File: src/logic/spimc_defines.vh
// register map, field positions, reset values and timing of the spi mode control
// Function
// - with the transfer interrupt enable (bit 7) set, a done or fault flag raises the interrupt.
// - clearing the interface enable (bit 6) disables the block, forces idle and clears all status bits.
// - setting the interface enable hands the port pins over to the serial functions.
// - with the transmit-empty interrupt enable (bit 5) set, the tx empty flag raises the interrupt.
// - bit 4 selects the role, 0 peripheral and 1 controller that drives the serial clock.
// - any change of the role select bit forces the whole interface to idle.
// - bit 3 selects clock polarity, 0 rests low and 1 rests high while idle.
// - both ends of the link must use the same clock polarity.
// - as controller, a change of polarity, phase or select output enable aborts and forces idle.
// - bit 2 selects phase, 0 samples on odd edges 1 to 15 and 1 on even edges 2 to 16.
// - the select output enable (bit 1) drives select only as controller with fault detect enabled.
// - select is an input as peripheral; as controller unused, fault input or output per the enables.
// - bit 0 picks low bit first on the line only; as controller a change aborts and forces idle.
`ifndef SPIMC_DEFINES_VH
`define SPIMC_DEFINES_VH
// register byte offsets
`define SPIMC_OFS_CTRL1 8'h00
`define SPIMC_OFS_CTRL2 8'h04
`define SPIMC_OFS_DATA  8'h08
`define SPIMC_OFS_STAT  8'h0c
`define SPIMC_OFS_MASK  8'h10
// control one fields
`define SPIMC_B_TIE  7
`define SPIMC_B_EN   6
`define SPIMC_B_TXIE 5
`define SPIMC_B_ROLE 4
`define SPIMC_B_CLOCK_POLARITY_SELECT 3
`define SPIMC_B_CLOCK_PHASE_SELECT 2
`define SPIMC_B_SELECT_OUTPUT_ENABLE 1
`define SPIMC_B_LSBF 0
// control two field
`define SPIMC_B_FDEN 0
// status and mask fields
`define SPIMC_S_DONE  0
`define SPIMC_S_FAULT 1
`define SPIMC_S_TXE   2
// reset values
`define SPIMC_CTRL1_RST 8'h04
`define SPIMC_CTRL2_RST 1'h0
`define SPIMC_MASK_RST  3'h7
// timing: bus cycles per half serial clock, index of the last edge of a byte
`define SPIMC_HALF_DIV  3'h4
`define SPIMC_LAST_EDGE 5'h0f
// axi responses
`define SPIMC_RESP_OK  2'h0
`define SPIMC_RESP_ERR 2'h2
`endif

File: src/logic/spimc_top.v
// spi mode control with axi4-lite registers, shifter and pin control
`timescale 1ns/10ps
`default_nettype none
`include "spimc_defines.vh"
module spimc_top (
  // clock and reset
  input  wire        aclk,
  input  wire        aresetn,
  // axi4-lite write address and data
  input  wire [31:0] s_axi_awaddr,
  input  wire        s_axi_awvalid,
  output wire        s_axi_awready,
  input  wire [31:0] s_axi_wdata,
  input  wire [3:0]  s_axi_wstrb,
  input  wire        s_axi_wvalid,
  output wire        s_axi_wready,
  // axi4-lite write response
  output wire [1:0]  s_axi_bresp,
  output wire        s_axi_bvalid,
  input  wire        s_axi_bready,
  // axi4-lite read
  input  wire [31:0] s_axi_araddr,
  input  wire        s_axi_arvalid,
  output wire        s_axi_arready,
  output wire [31:0] s_axi_rdata,
  output wire [1:0]  s_axi_rresp,
  output wire        s_axi_rvalid,
  input  wire        s_axi_rready,
  // interrupt and pin ownership
  output wire        irq,
  output wire        pins_serial_sel,
  // serial clock pin
  input  wire        sck_i,
  output wire        sck_o,
  output wire        sck_oe_n,
  // controller-out data pin
  input  wire        mosi_i,
  output wire        mosi_o,
  output wire        mosi_oe_n,
  // controller-in data pin
  input  wire        miso_i,
  output wire        miso_o,
  output wire        miso_oe_n,
  // select pin, active low
  input  wire        ss_n_i,
  output wire        ss_n_o,
  output wire        ss_n_oe_n
);

  // ****************************************
  // states and helpers
  // ****************************************
  localparam ST_IDLE = 2'b01;
  localparam ST_RUN  = 2'b10;

  // mapped register offsets
  function addr_ok;
    input [7:0] a;
    begin
      addr_ok = (a == `SPIMC_OFS_CTRL1) || (a == `SPIMC_OFS_CTRL2) ||
                (a == `SPIMC_OFS_DATA) || (a == `SPIMC_OFS_STAT) ||
                (a == `SPIMC_OFS_MASK);
    end
  endfunction

  // bit that goes on the line next
  function head_bit;
    input [7:0] v;
    input       lsb_first;
    begin
      head_bit = lsb_first ? v[0] : v[7];
    end
  endfunction

  // shifter with the sampled bit entered at the far end
  function [7:0] shift_in;
    input [7:0] v;
    input       b;
    input       lsb_first;
    begin
      shift_in = lsb_first ? {b, v[7:1]} : {v[6:0], b};
    end
  endfunction

  // ****************************************
  // declarations
  // ****************************************
  reg        awready_reg, wready_reg, bvalid_reg, arready_reg, rvalid_reg;
  reg [1:0]  bresp_reg, rresp_reg;
  reg [7:0]  rdata_reg;
  reg        aw_have_reg, w_have_reg, w_strb_reg;
  reg [7:0]  aw_addr_reg, w_data_reg;
  reg [7:0]  ctrl1_reg, ctrl_prev_reg;
  reg        fden_reg;
  reg [2:0]  stat_reg, mask_reg;
  reg [7:0]  tx_buf_reg, rx_reg, sh_reg;
  reg        tx_full_reg;
  reg [1:0]  st_reg;
  reg [4:0]  cnt_reg;
  reg [2:0]  div_reg;
  reg        sck_reg, sdo_reg;
  reg [3:0]  s1_reg, s2_reg;
  reg        s3_sck_reg;
  reg        irq_reg, sel_reg;
  reg        sck_o_reg, sck_oe_n_reg, mosi_o_reg, mosi_oe_n_reg;
  reg        miso_o_reg, miso_oe_n_reg, ss_o_reg, ss_oe_n_reg;
  reg [7:0]  rd_mux;
  reg [2:0]  stat_next;

  wire       en   = ctrl1_reg[`SPIMC_B_EN];
  wire       role = ctrl1_reg[`SPIMC_B_ROLE];
  wire       clock_polarity_select = ctrl1_reg[`SPIMC_B_CLOCK_POLARITY_SELECT];
  wire       clock_phase_select = ctrl1_reg[`SPIMC_B_CLOCK_PHASE_SELECT];
  wire       select_output_enable = ctrl1_reg[`SPIMC_B_SELECT_OUTPUT_ENABLE];
  wire       lsbf = ctrl1_reg[`SPIMC_B_LSBF];
  wire [7:0] chg  = ctrl1_reg ^ ctrl_prev_reg;
  wire       idle = st_reg[0];
  wire       run  = st_reg[1];
  wire       wr_fire = aw_have_reg & w_have_reg & ~bvalid_reg;
  wire       wr_ok   = wr_fire & w_strb_reg & addr_ok(aw_addr_reg);
  wire       rd_fire = s_axi_arvalid & arready_reg;
  wire       ss_low  = ~s2_reg[3];
  wire       sdi     = role ? s2_reg[2] : s2_reg[1];

  // ****************************************
  // axi4-lite slave
  // ****************************************

  // write channels taken in either order, answer after both
  always @(posedge aclk)
  begin
    if (!aresetn)
    begin
      awready_reg <= 1'b1;
      wready_reg  <= 1'b1;
      aw_have_reg <= 1'b0;
      w_have_reg  <= 1'b0;
      aw_addr_reg <= 8'h00;
      w_data_reg  <= 8'h00;
      w_strb_reg  <= 1'b0;
      bvalid_reg  <= 1'b0;
      bresp_reg   <= `SPIMC_RESP_OK;
    end
    else
    begin
      if (s_axi_awvalid && awready_reg)
      begin
        aw_have_reg <= 1'b1;
        awready_reg <= 1'b0;
        aw_addr_reg <= s_axi_awaddr[7:0];
      end
      if (s_axi_wvalid && wready_reg)
      begin
        w_have_reg <= 1'b1;
        wready_reg <= 1'b0;
        w_data_reg <= s_axi_wdata[7:0];
        w_strb_reg <= s_axi_wstrb[0];
      end
      if (wr_fire)
      begin
        aw_have_reg <= 1'b0;
        w_have_reg  <= 1'b0;
        bvalid_reg  <= 1'b1;
        bresp_reg   <= addr_ok(aw_addr_reg) ? `SPIMC_RESP_OK
                                            : `SPIMC_RESP_ERR;
      end
      if (bvalid_reg && s_axi_bready)
      begin
        bvalid_reg  <= 1'b0;
        awready_reg <= 1'b1;
        wready_reg  <= 1'b1;
      end
    end
  end

  // read data select
  always @*
  begin
    case (s_axi_araddr[7:0])
      `SPIMC_OFS_CTRL1: rd_mux = ctrl1_reg;
      `SPIMC_OFS_CTRL2: rd_mux = {7'h00, fden_reg};
      `SPIMC_OFS_DATA:  rd_mux = rx_reg;
      `SPIMC_OFS_STAT:  rd_mux = {5'h00, stat_reg};
      `SPIMC_OFS_MASK:  rd_mux = {5'h00, mask_reg};
      default:          rd_mux = 8'h00;
    endcase
  end

  // read answers one cycle after the address
  always @(posedge aclk)
  begin
    if (!aresetn)
    begin
      arready_reg <= 1'b1;
      rvalid_reg  <= 1'b0;
      rdata_reg   <= 8'h00;
      rresp_reg   <= `SPIMC_RESP_OK;
    end
    else if (rd_fire)
    begin
      arready_reg <= 1'b0;
      rvalid_reg  <= 1'b1;
      rdata_reg   <= rd_mux;
      rresp_reg   <= addr_ok(s_axi_araddr[7:0]) ? `SPIMC_RESP_OK
                                                : `SPIMC_RESP_ERR;
    end
    else if (rvalid_reg && s_axi_rready)
    begin
      arready_reg <= 1'b1;
      rvalid_reg  <= 1'b0;
    end
  end

  // ****************************************
  // control registers
  // ****************************************

  // control writable anytime, acts from the next edge
  always @(posedge aclk)
  begin
    if (!aresetn)
    begin
      ctrl1_reg     <= `SPIMC_CTRL1_RST;
      ctrl_prev_reg <= `SPIMC_CTRL1_RST;
      fden_reg      <= `SPIMC_CTRL2_RST;
      mask_reg      <= `SPIMC_MASK_RST;
    end
    else
    begin
      ctrl_prev_reg <= ctrl1_reg;
      if (wr_ok && aw_addr_reg == `SPIMC_OFS_CTRL1)
        ctrl1_reg <= w_data_reg;
      if (wr_ok && aw_addr_reg == `SPIMC_OFS_CTRL2)
        fden_reg <= w_data_reg[`SPIMC_B_FDEN];
      if (wr_ok && aw_addr_reg == `SPIMC_OFS_MASK)
        mask_reg <= w_data_reg[2:0];
    end
  end

  // ****************************************
  // transfer engine
  // ****************************************
  wire fault = en & role & fden_reg & ~select_output_enable & ss_low;
  wire abort = ~en | chg[`SPIMC_B_ROLE] | fault |
               (role & (chg[`SPIMC_B_CLOCK_POLARITY_SELECT] | chg[`SPIMC_B_CLOCK_PHASE_SELECT] |
                        chg[`SPIMC_B_SELECT_OUTPUT_ENABLE] | chg[`SPIMC_B_LSBF]));
  wire ctl_edge = run & role & (div_reg == `SPIMC_HALF_DIV - 3'h1);
  wire per_edge = run & ~role & ss_low & (s2_reg[0] ^ s3_sck_reg);
  wire edge_hit = ctl_edge | per_edge;
  wire smp_edge = edge_hit & (cnt_reg[0] == clock_phase_select);
  wire start    = idle & en & ~abort &
                  (role ? tx_full_reg : ss_low);
  wire last     = edge_hit & (cnt_reg == `SPIMC_LAST_EDGE);
  wire per_quit = run & ~role & ~ss_low;
  wire data_wr  = wr_ok & (aw_addr_reg == `SPIMC_OFS_DATA);

  // pin input synchronisers
  always @(posedge aclk)
  begin
    if (!aresetn)
    begin
      s1_reg     <= 4'hf;
      s2_reg     <= 4'hf;
      s3_sck_reg <= 1'b1; // matches the second stage, no false edge
    end
    else
    begin
      s1_reg     <= {ss_n_i, miso_i, mosi_i, sck_i};
      s2_reg     <= s1_reg;
      s3_sck_reg <= s2_reg[0];
    end
  end

  // state, shifter, divider and edge count
  always @(posedge aclk)
  begin
    if (!aresetn)
    begin
      st_reg      <= ST_IDLE;
      cnt_reg     <= 5'h00;
      div_reg     <= 3'h0;
      sck_reg     <= 1'b0;
      sh_reg      <= 8'h00;
      sdo_reg     <= 1'b0;
      rx_reg      <= 8'h00;
      tx_buf_reg  <= 8'h00;
      tx_full_reg <= 1'b0;
    end
    else
    begin
      if (data_wr)
      begin
        tx_buf_reg  <= w_data_reg;
        tx_full_reg <= 1'b1;
      end
      case (st_reg)
        ST_IDLE:
        begin
          cnt_reg <= 5'h00;
          div_reg <= 3'h0;
          sck_reg <= 1'b0;
          if (start)
          begin
            st_reg      <= ST_RUN;
            sh_reg      <= tx_buf_reg;
            sdo_reg     <= head_bit(tx_buf_reg, lsbf);
            tx_full_reg <= data_wr;
          end
        end
        ST_RUN:
        begin
          if (abort || per_quit)
            st_reg <= ST_IDLE;
          else
          begin
            if (role)
              div_reg <= ctl_edge ? 3'h0 : div_reg + 3'h1;
            if (ctl_edge)
              sck_reg <= ~sck_reg;
            if (edge_hit)
              cnt_reg <= cnt_reg + 5'h01;
            // sample edges shift in, the others put out the next bit
            if (smp_edge)
              sh_reg <= shift_in(sh_reg, sdi, lsbf);
            else if (edge_hit)
              sdo_reg <= head_bit(sh_reg, lsbf);
            if (last)
            begin
              st_reg <= ST_IDLE;
              // without phase the eighth sample came one edge earlier
              rx_reg <= clock_phase_select ? shift_in(sh_reg, sdi, lsbf) : sh_reg;
            end
          end
        end
        default:
          st_reg <= ST_IDLE;
      endcase
    end
  end

  // ****************************************
  // status and interrupt
  // ****************************************

  // sticky flags, write one clears, a set wins
  always @*
  begin
    stat_next = stat_reg;
    if (wr_ok && aw_addr_reg == `SPIMC_OFS_STAT)
      stat_next = stat_next & ~w_data_reg[2:0];
    if (data_wr)
      stat_next[`SPIMC_S_TXE] = 1'b0;
    if (last && !abort && !per_quit)
      stat_next[`SPIMC_S_DONE] = 1'b1;
    if (fault)
      stat_next[`SPIMC_S_FAULT] = 1'b1;
    if (start && tx_full_reg)
      stat_next[`SPIMC_S_TXE] = 1'b1;
    if (!en)
      stat_next = 3'h0;
  end

  always @(posedge aclk)
  begin
    if (!aresetn)
    begin
      stat_reg <= 3'h0;
      irq_reg  <= 1'b0;
    end
    else
    begin
      stat_reg <= stat_next;
      irq_reg  <= |(stat_reg & mask_reg & {ctrl1_reg[`SPIMC_B_TXIE],
                   ctrl1_reg[`SPIMC_B_TIE], ctrl1_reg[`SPIMC_B_TIE]});
    end
  end

  // ****************************************
  // pin drive
  // ****************************************

  // registered pin levels and enables, enables low while driving
  always @(posedge aclk)
  begin
    if (!aresetn)
    begin
      sel_reg       <= 1'b0;
      sck_o_reg     <= 1'b0;
      sck_oe_n_reg  <= 1'b1;
      mosi_o_reg    <= 1'b0;
      mosi_oe_n_reg <= 1'b1;
      miso_o_reg    <= 1'b0;
      miso_oe_n_reg <= 1'b1;
      ss_o_reg      <= 1'b1;
      ss_oe_n_reg   <= 1'b1;
    end
    else
    begin
      sel_reg       <= en;
      sck_o_reg     <= clock_polarity_select ^ sck_reg;
      sck_oe_n_reg  <= ~(en & role);
      mosi_o_reg    <= sdo_reg;
      mosi_oe_n_reg <= ~(en & role);
      miso_o_reg    <= sdo_reg;
      miso_oe_n_reg <= ~(en & ~role & ss_low);
      ss_o_reg      <= ~run | abort; // released as the clock rests
      ss_oe_n_reg   <= ~(en & role & fden_reg & select_output_enable);
    end
  end

  // ****************************************
  // outputs
  // ****************************************
  assign s_axi_awready   = awready_reg;
  assign s_axi_wready    = wready_reg;
  assign s_axi_bresp     = bresp_reg;
  assign s_axi_bvalid    = bvalid_reg;
  assign s_axi_arready   = arready_reg;
  assign s_axi_rdata     = {24'h000000, rdata_reg};
  assign s_axi_rresp     = rresp_reg;
  assign s_axi_rvalid    = rvalid_reg;
  assign irq             = irq_reg;
  assign pins_serial_sel = sel_reg;
  assign sck_o           = sck_o_reg;
  assign sck_oe_n        = sck_oe_n_reg;
  assign mosi_o          = mosi_o_reg;
  assign mosi_oe_n       = mosi_oe_n_reg;
  assign miso_o          = miso_o_reg;
  assign miso_oe_n       = miso_oe_n_reg;
  assign ss_n_o          = ss_o_reg;
  assign ss_n_oe_n       = ss_oe_n_reg;

endmodule
`default_nettype wire

File: config.mk
export PLATFORM = sky130hd
export DESIGN_NAME = spimc_top
export DESIGN_NICKNAME = d
export VERILOG_FILES = /design/src/logic/spimc_top.v
export VERILOG_INCLUDE_DIRS = /design/src /design/src/logic
export SDC_FILE = /design/constraint.sdc
export NUM_CORES = 1
export LEC_CHECK = 0
export BUFFER_PORTS_ARGS = -buffer_cell sky130_fd_sc_hd__clkbuf_2
export CORE_UTILIZATION = 45
export CTS_CLUSTER_SIZE = 25
export DETAILED_ROUTE_END_ITERATION = 8
export PLACE_DENSITY = 0.72
export SLEW_MARGIN = 20
export SYNTH_ARGS = -nofsm -noshare
export SYNTH_HDL_FRONTEND = slang
export SYNTH_SLANG_ARGS = --single-unit
File: constraint.sdc
create_clock -name aclk -period 2 [get_ports aclk]
set_input_delay 0.3 -clock aclk [delete_from_list [all_inputs] [get_ports aclk]]
set_output_delay 0.3 -clock aclk [all_outputs]
set_load 0.005 [all_outputs]
==> reports/summary.txt, run 1 <==
Ports = 162
RSZ-0062 raised after global routing = yes
grt ovf = 0
GRT Util Overall = 20.44%
Syn Std Cell Area = 4812 sq um
final hold vios = 0
layout cells sized above 1 = 23.85%
RePlAce Congestion = 0.8863
worst setup margin = 0.0003595 ns
synth cell count leaders = dfxtp_1, nand2_1, nor2_1
core area = 10320 sq um
Multi-input gate area = 2494 sq um
Detailed Routing Iterations Pass 1 = 5
met3 Resource Use GR = 3.401%
hold_buf cts = 0
Die Wd = 105.4 um
ANT cells = 0
Clock Skew = 0.01046 ns
die area = 11110 sq um
sequential cell area = 2171 sq um
Layout fillers = 942
Post-synth top flop = dfxtp_1
Post-synth EDFFs = 0
worst-skew pair later-pin latency = 0.38 ns
outcome = completed
standard-cell rows = 37
clock buffer depth = 2
worst hold start = mosi_i
Worst Path Class, Setup = reg -> reg
critical path endpoint category = register
largest area contributor in the netlist = dfxtp_1
Critical path origin = ctrl1_reg[0]
largest net degree at the start of global routing = 30
Hold Crit Class = in -> reg
via count = 4015
FMAX = 0.5001 GHz
final setup fails = 0
Antenna Nets Post-Route = 0
Slew Viols, Final = 0
Rel. slew slack = 63.20%
CP Launch Type = register
crit path max fanout = 3
CP Data Required Time = 2.31 ns
Worst EP arrival = 2.31 ns
Compound-Gate Fraction of Synth Area = 12.69%
Layout area overhead = 19.50%
top cell type's share of synthesized area = 44.93%
overall die height = 105.4 um
IO Port Bufs = 60
pwr dens = 688.6 nW/um^2
post-detail-place hpwl = 8.020 mm
grt met1 use = 25.77%
CTS tree = done
count leader, synth = dfxtp_1
max cap viols = 0
gr busiest metal = met2
Worst VDD drop = 0.0004267 V
Routed WL = 10.95 mm
synth top area cells = dfxtp_1, mux2i_1, nand2_1
first-pass GRT wire length = 17.77 mm
clock root buffer = clkbuf_8
fin util = 55.70%
CTS Buf Count = 9
CTS sink cnt = 108
met2 Usage GRT = 33.36%
r2r startpoint = ctrl1_reg[0]
sequential share of the synthesized area = 44.93%
antenna violations before repair = 0
H-tree Lvls = 3
number of nets in the layout = 744
Netlist cell types = 57
Tcrit/Tclk final = 99.98%
xor and xnor area share after synthesis = 1.274%
mux share of post-synthesis cell area = 12.84%
Synth Area per Inst = 8.749 sq um
# DRC = 0
routed len/inst = 14.24 um
post-synthesis simple-gate area fraction = 18.82%
area share of fa/ha/maj cells after synthesis = 1.300%
Post-Place Worst Slack = -0.08387 ns
post-synthesis async set-or-reset flop share = 0%
Vias per Instance = 5.221
Syn Inst Count = 550
Yosys reg bits = 108
Yosys Warn Count = 0
clk slew on worst S/H paths = 0.09 ns
Initial Util = 46.61%
post-layout min period = 2.000 ns
Static Leakage = 2.435 nW
Detailed Route Iter0 Violations = 265
largest family of logic cells by synthesized area = simple AND/OR/NAND/NOR gates
Worst-Margin Slew = 0.5511 ns
number of global-route vias before repair = 3719
==> through the flow <==
step / instance area, sq um / hold slack, ns / TNS, ns / total power (W) / std cells
final: 5751 / 0.09744 / 0 / 0.003960 / 769
after global routing: 5751 / 0.09247 / -0.5196 / 0.004110 / 769
after CTS: 5634 / 0.08121 / -0.006536 / 0.004000 / 769
after detailed placement: 5371 / 0.3975 / -0.5973 / 0.002498 / 752
after global placement: 5371 / 0.3964 / -0.4205 / 0.002491 / 752
after floorplan: 4930 / 0.3863 / 0 / 0.002435 / 575
==> layout by cell type, fill, tap and decap left out, drive strengths merged, types with 2 or more instances in the layout <==
| cell type | count |
|---|---|
| mux2i | 55 |
| and2 | 7 |
| nand4b | 2 |
| bufinv | 2 |
| clkbuf | 71 |
| mux4 | 2 |
| ha | 5 |
| nor3 | 5 |
| a221oi | 2 |
| nor2 | 62 |
| o21ai | 15 |
| nor4 | 4 |
| or4 | 4 |
| conb | 26 |
| dfxtp | 108 |
| xnor2 | 6 |
| a31oi | 5 |
| inv | 17 |
| a21oi | 45 |
| o22ai | 2 |
| nor2b | 3 |
| nor4b | 2 |
| mux2 | 2 |
| o21a | 2 |
| nand3 | 13 |
| a22o | 2 |
| buf | 39 |
| clkinv | 3 |
| nand2 | 74 |
| a32oi | 2 |
| o211ai | 9 |
| nand2b | 14 |
| a211oi | 4 |
==> path summary, 6_finish.rpt <==
| check | endpoint | slack (ns) | depth (start not counted) |
|---|---|---|---|
| hold / removal | s1_reg[1] | 0.1 | 2 |
| setup reg to reg | sdo_reg | 0.0004 | 6 |
| setup / recovery | sdo_reg | 0.0004 | 6 |
| hold reg to reg | s2_reg[2] | 0.42 | 1 |
==> metal layers <==
| layer | wire (um) | part of all wire [%] |
|---|---|---|
| met5 | 0 | 0 |
| met3 | 577 | 5.3 |
| met4 | 364 | 3.3 |
| met2 | 5026 | 46 |
| met1 | 4979 | 45 |
==> logic make-up after synthesis <==
| kind of cell | Yosys count |
|---|---|
| mux | 59 |
| buf+inv | 74 |
| simple gates | 198 |
| fa+ha+maj | 5 |
| xor+xnor | 7 |
| compound gates | 98 |
| flops | 108 |
| other cells | 1 |
==> power breakdown <==
| group | leakage (nW) | internal [W] | switching [W] | total, W |
|---|---|---|---|---|
| Combinational | 1.43 | 0.0000936 | 0.000131 | 0.000225 |
| Sequential | 0.880 | 0.00219 | 0.0000414 | 0.00223 |
| Clock | 0.120 | 0.000778 | 0.000727 | 0.00150 |
==> critical path, cell delays in order (launching register included) <==
cell and delay, ns:
dfxtp_2 0.35, xnor2_2 0.17, nand3_2 0.11, or3_4 0.40
a211o_1 0.36, a221oi_2 0.33, mux2i_1 0.22
==> final cells by class <==
class	instances	area share (%)
Clock buffer	11	2.633
Inverter	17	1.110
Sequential cell	108	37.75
Tap cell	136	2.959
Multi-Input combinational cell	393	43.36
Clock inverter	5	1.436
Timing Repair Buffer	99	10.75
==> what timing repair did <==
| action | 4_1_cts | 5_1_grt |
|---|---|---|
| buffers inserted | 1 | 0 |
| gates resized for setup | 5 | 23 |
| setup endpoints to repair | 17 | 39 |
| pin swaps | 1 | 13 |
| hold endpoints to repair | 0 | 0 |
Note: power is estimated with default switching activity, not from simulation.
==> inputs of run 2 (changes only) <==
--- a/config.mk
+++ b/config.mk
@@ -6,11 +6,12 @@
 export SDC_FILE = /design/constraint.sdc
 export NUM_CORES = 1
 export LEC_CHECK = 0
+export ABC_AREA = 1
 export BUFFER_PORTS_ARGS = -buffer_cell sky130_fd_sc_hd__clkbuf_2
-export CORE_UTILIZATION = 45
+export CORE_UTILIZATION = 46
 export CTS_CLUSTER_SIZE = 25
 export DETAILED_ROUTE_END_ITERATION = 8
-export PLACE_DENSITY = 0.72
+export PLACE_DENSITY = 0.73
 export SLEW_MARGIN = 20
 export SYNTH_ARGS = -nofsm -noshare
 export SYNTH_HDL_FRONTEND = slang
==> run 2 against run 1 <==
Count of clock-buffer cells in the layout stayed put. Critical path depth is 1 higher. Sequential power is essentially flat. Critical path type unchanged. Largest power group unchanged. Via count increased by 9.9%. Global-route usage increased by 0.32 points. Sequential cell count is the same. Combinational power increased by 22%.
==> reports/summary.txt, run 2 <==
Multi-input gate area = 2290 sq um (-8.2%)
Detailed Route Iter0 Violations = 271 (+2.3%)
Slew Viols, Final = 0 (unchanged)
RSZ-0062 raised after global routing = no
Routed WL = 10.93 mm (-0.16%)
Detailed Routing Iterations Pass 1 = 5 (unchanged)
critical path endpoint category = register
Post-synth EDFFs = 0 (unchanged)
largest area contributor in the netlist = dfxtp_1
Yosys reg bits = 108 (unchanged)
top cell type's share of synthesized area = 43.45% (-1.5 points)
sequential share of the synthesized area = 43.45% (-1.5 points)
most common cell after layout, fill and taps aside = nand2_1
Power, Total = 0.003984 W (+0.61%)
post-layout min period = 1.840 ns (-0.1593 ns)
outcome = completed
Initial Util = 47.77% (+1.2 points)
count leader, synth = nand2_1
clock buffer depth = 2 (unchanged)
CTS Buf Count = 9 (unchanged)
CTS tree = done
Clock Skew = 0.009237 ns (-0.001222 ns)
Worst EP arrival = 2.15 ns (-0.16 ns)
Worst VDD drop = 0.0007970 V (+87%)
CP Launch Type = register
Worst Path Class, Setup = reg -> reg
final hold vios = 0 (unchanged)
grt ovf = 0 (unchanged)
most frequent cells in the layout = nand2_1, dfxtp_1, o21ai_0
sequential cell area = 2163 sq um (-0.35%)
clk slew on worst S/H paths = 0.10 ns (about the same)
standard-cell rows = 37 (unchanged)
Antenna Nets Post-Route = 0 (unchanged)
synth top area cells = dfxtp_1, nand2_1, o21ai_0
Yosys Warn Count = 0 (unchanged)
Worst-Margin Slew = 0.6756 ns (+0.1244 ns)
Tcrit/Tclk final = 92.02% (-8.0 points)
GRT Util Overall = 20.76% (+0.32 points)
Vias per Instance = 5.079 (-2.7%)
Syn Inst Count = 671 (+22%)
Synth Area per Inst = 7.416 sq um (-15%)
Hold Crit Class = in -> reg
worst-skew pair later-pin latency = 0.38 ns (about the same)
antenna violations before repair = 0 (unchanged)
RePlAce Congestion = 0.8689 (-2.0%)
ANT cells = 0 (unchanged)
FMAX = 0.5434 GHz (+8.7%)
Syn Std Cell Area = 4976 sq um (+3.4%)
final setup fails = 0 (unchanged)
Netlist cell types = 41 (-28%)
Layout fillers = 1027 (+9.0%)
CTS sink cnt = 108 (unchanged)
Rel. slew slack = 54.91% (-8.3 points)
H-tree Lvls = 3 (unchanged)
Static Leakage = 2.479 nW (+1.8%)
Die Wd = 106.0 um (+0.56%)
via count = 4414 (+9.9%)
post-synthesis async set-or-reset flop share = 0% (unchanged)
# DRC = 0 (unchanged)
IO Port Bufs = 60 (unchanged)
first-pass GRT wire length = 18.53 mm (+4.3%)
CP Data Required Time = 2.31 ns (about the same)
synth cell count leaders = nand2_1, dfxtp_1, o21ai_0
clock root buffer = clkbuf_8
Post-synth top flop = dfxtp_1
largest net degree at the start of global routing = 62 (+110%)
number of nets in the layout = 844 (+13%)
number of global-route vias before repair = 4057 (+9.1%)
crit path max fanout = 11 (+8)
layout cells sized above 1 = 17.46% (-6.4 points)
post-detail-place hpwl = 8.101 mm (+1.0%)
overall die height = 106.0 um (+0.56%)
core area = 10420 sq um (+0.90%)
Ports = 162 (unchanged)
Fin Setup TNS = 0 ns (unchanged)
Layout area overhead = 11.89%
pwr dens = 715.5 nW/um^2 (+3.9%)
routed len/inst = 12.58 um (-12%)
die area = 11240 sq um (+1.1%)
max cap viols = 0 (unchanged)
run 2: through the flow:
step,worst slack [ns],utilization (%),area [sq um],instances,hold WS (ns)
2_1_floorplan,0.4143,-,5070,696,0.3925
6_report,0.1596,53.45,5568,869,0.1015
4_1_cts,0.1115,53.27,5549,868,0.08697
5_1_grt,0.02497,53.45,5568,869,0.07644
3_3_place_gp,0.1365,51.12,5325,852,0.3970
3_5_place_dp,0.1289,51.12,5325,852,0.3985
run 2: what timing repair did:
action / CTS / global route
hold buffers: 0 / 0
resized for setup: 0 / 3
setup buffers: 0 / 1
endpoints found under the setup margin: 0 / 29
run 2: layer usage:
layer,routed length (um),GRT usage (%),vias to the layer above
met4,259,7.738,0
met2,5089,33.89,159
met5,0,0,-
li1,-,-,2236
met3,721,6.499,21
met1,4859,25.64,1998
run 2: worst max-delay path, stage by stage (launching register included):
cell	delay (ns)
dfxtp_1	0.42
ha_1	0.20
nand2_1	0.07
nor2_1	0.11
ha_1	0.19
nand2_1	0.26
or2_2	0.40
a21oi_1	0.13
run 2: report_power, final:
part	switching, W	leakage (nW)	total [W]	internal [W]
clock	0.000730	0.114	0.00147	0.000745
combinational	0.000180	1.49	0.000275	0.0000950
sequential	0.0000304	0.879	0.00223	0.00220
run 2: final timing paths:
check	startpoint	end	depth (start not counted)	slack, ns
setup / recovery	cnt_reg[0]	stat_reg[0]	7	0.16
hold / removal	ss_n_i	s1_reg[3]	2	0.10
hold reg to reg	s1_reg[2]	s2_reg[2]	1	0.42
setup reg to reg	cnt_reg[0]	stat_reg[0]	7	0.16
run 2: cell type report:
cell class              instances  area share [%]
clock buffers                  11           2.539
clock inverters                 5           1.483
inverters                      72           4.899
multi-input cells             459           41.12
flip-flops and latches        108           38.85
well taps                     136           3.056
repair buffers                 78           8.045
run 2: logic make-up after synthesis:
group | Yosys count | share of synthesized area, %
flip-flops | 108 | 43.45
other | 1 | 0.07536
adder cells (fa/ha/maj) | 5 | 1.257
AO/OA/AOI/OAI | 145 | 15.79
buffers and inverters | 129 | 12.62
AND/OR/NAND/NOR | 278 | 25.90
multiplexers | 1 | 0.2012
XOR/XNOR | 4 | 0.7042
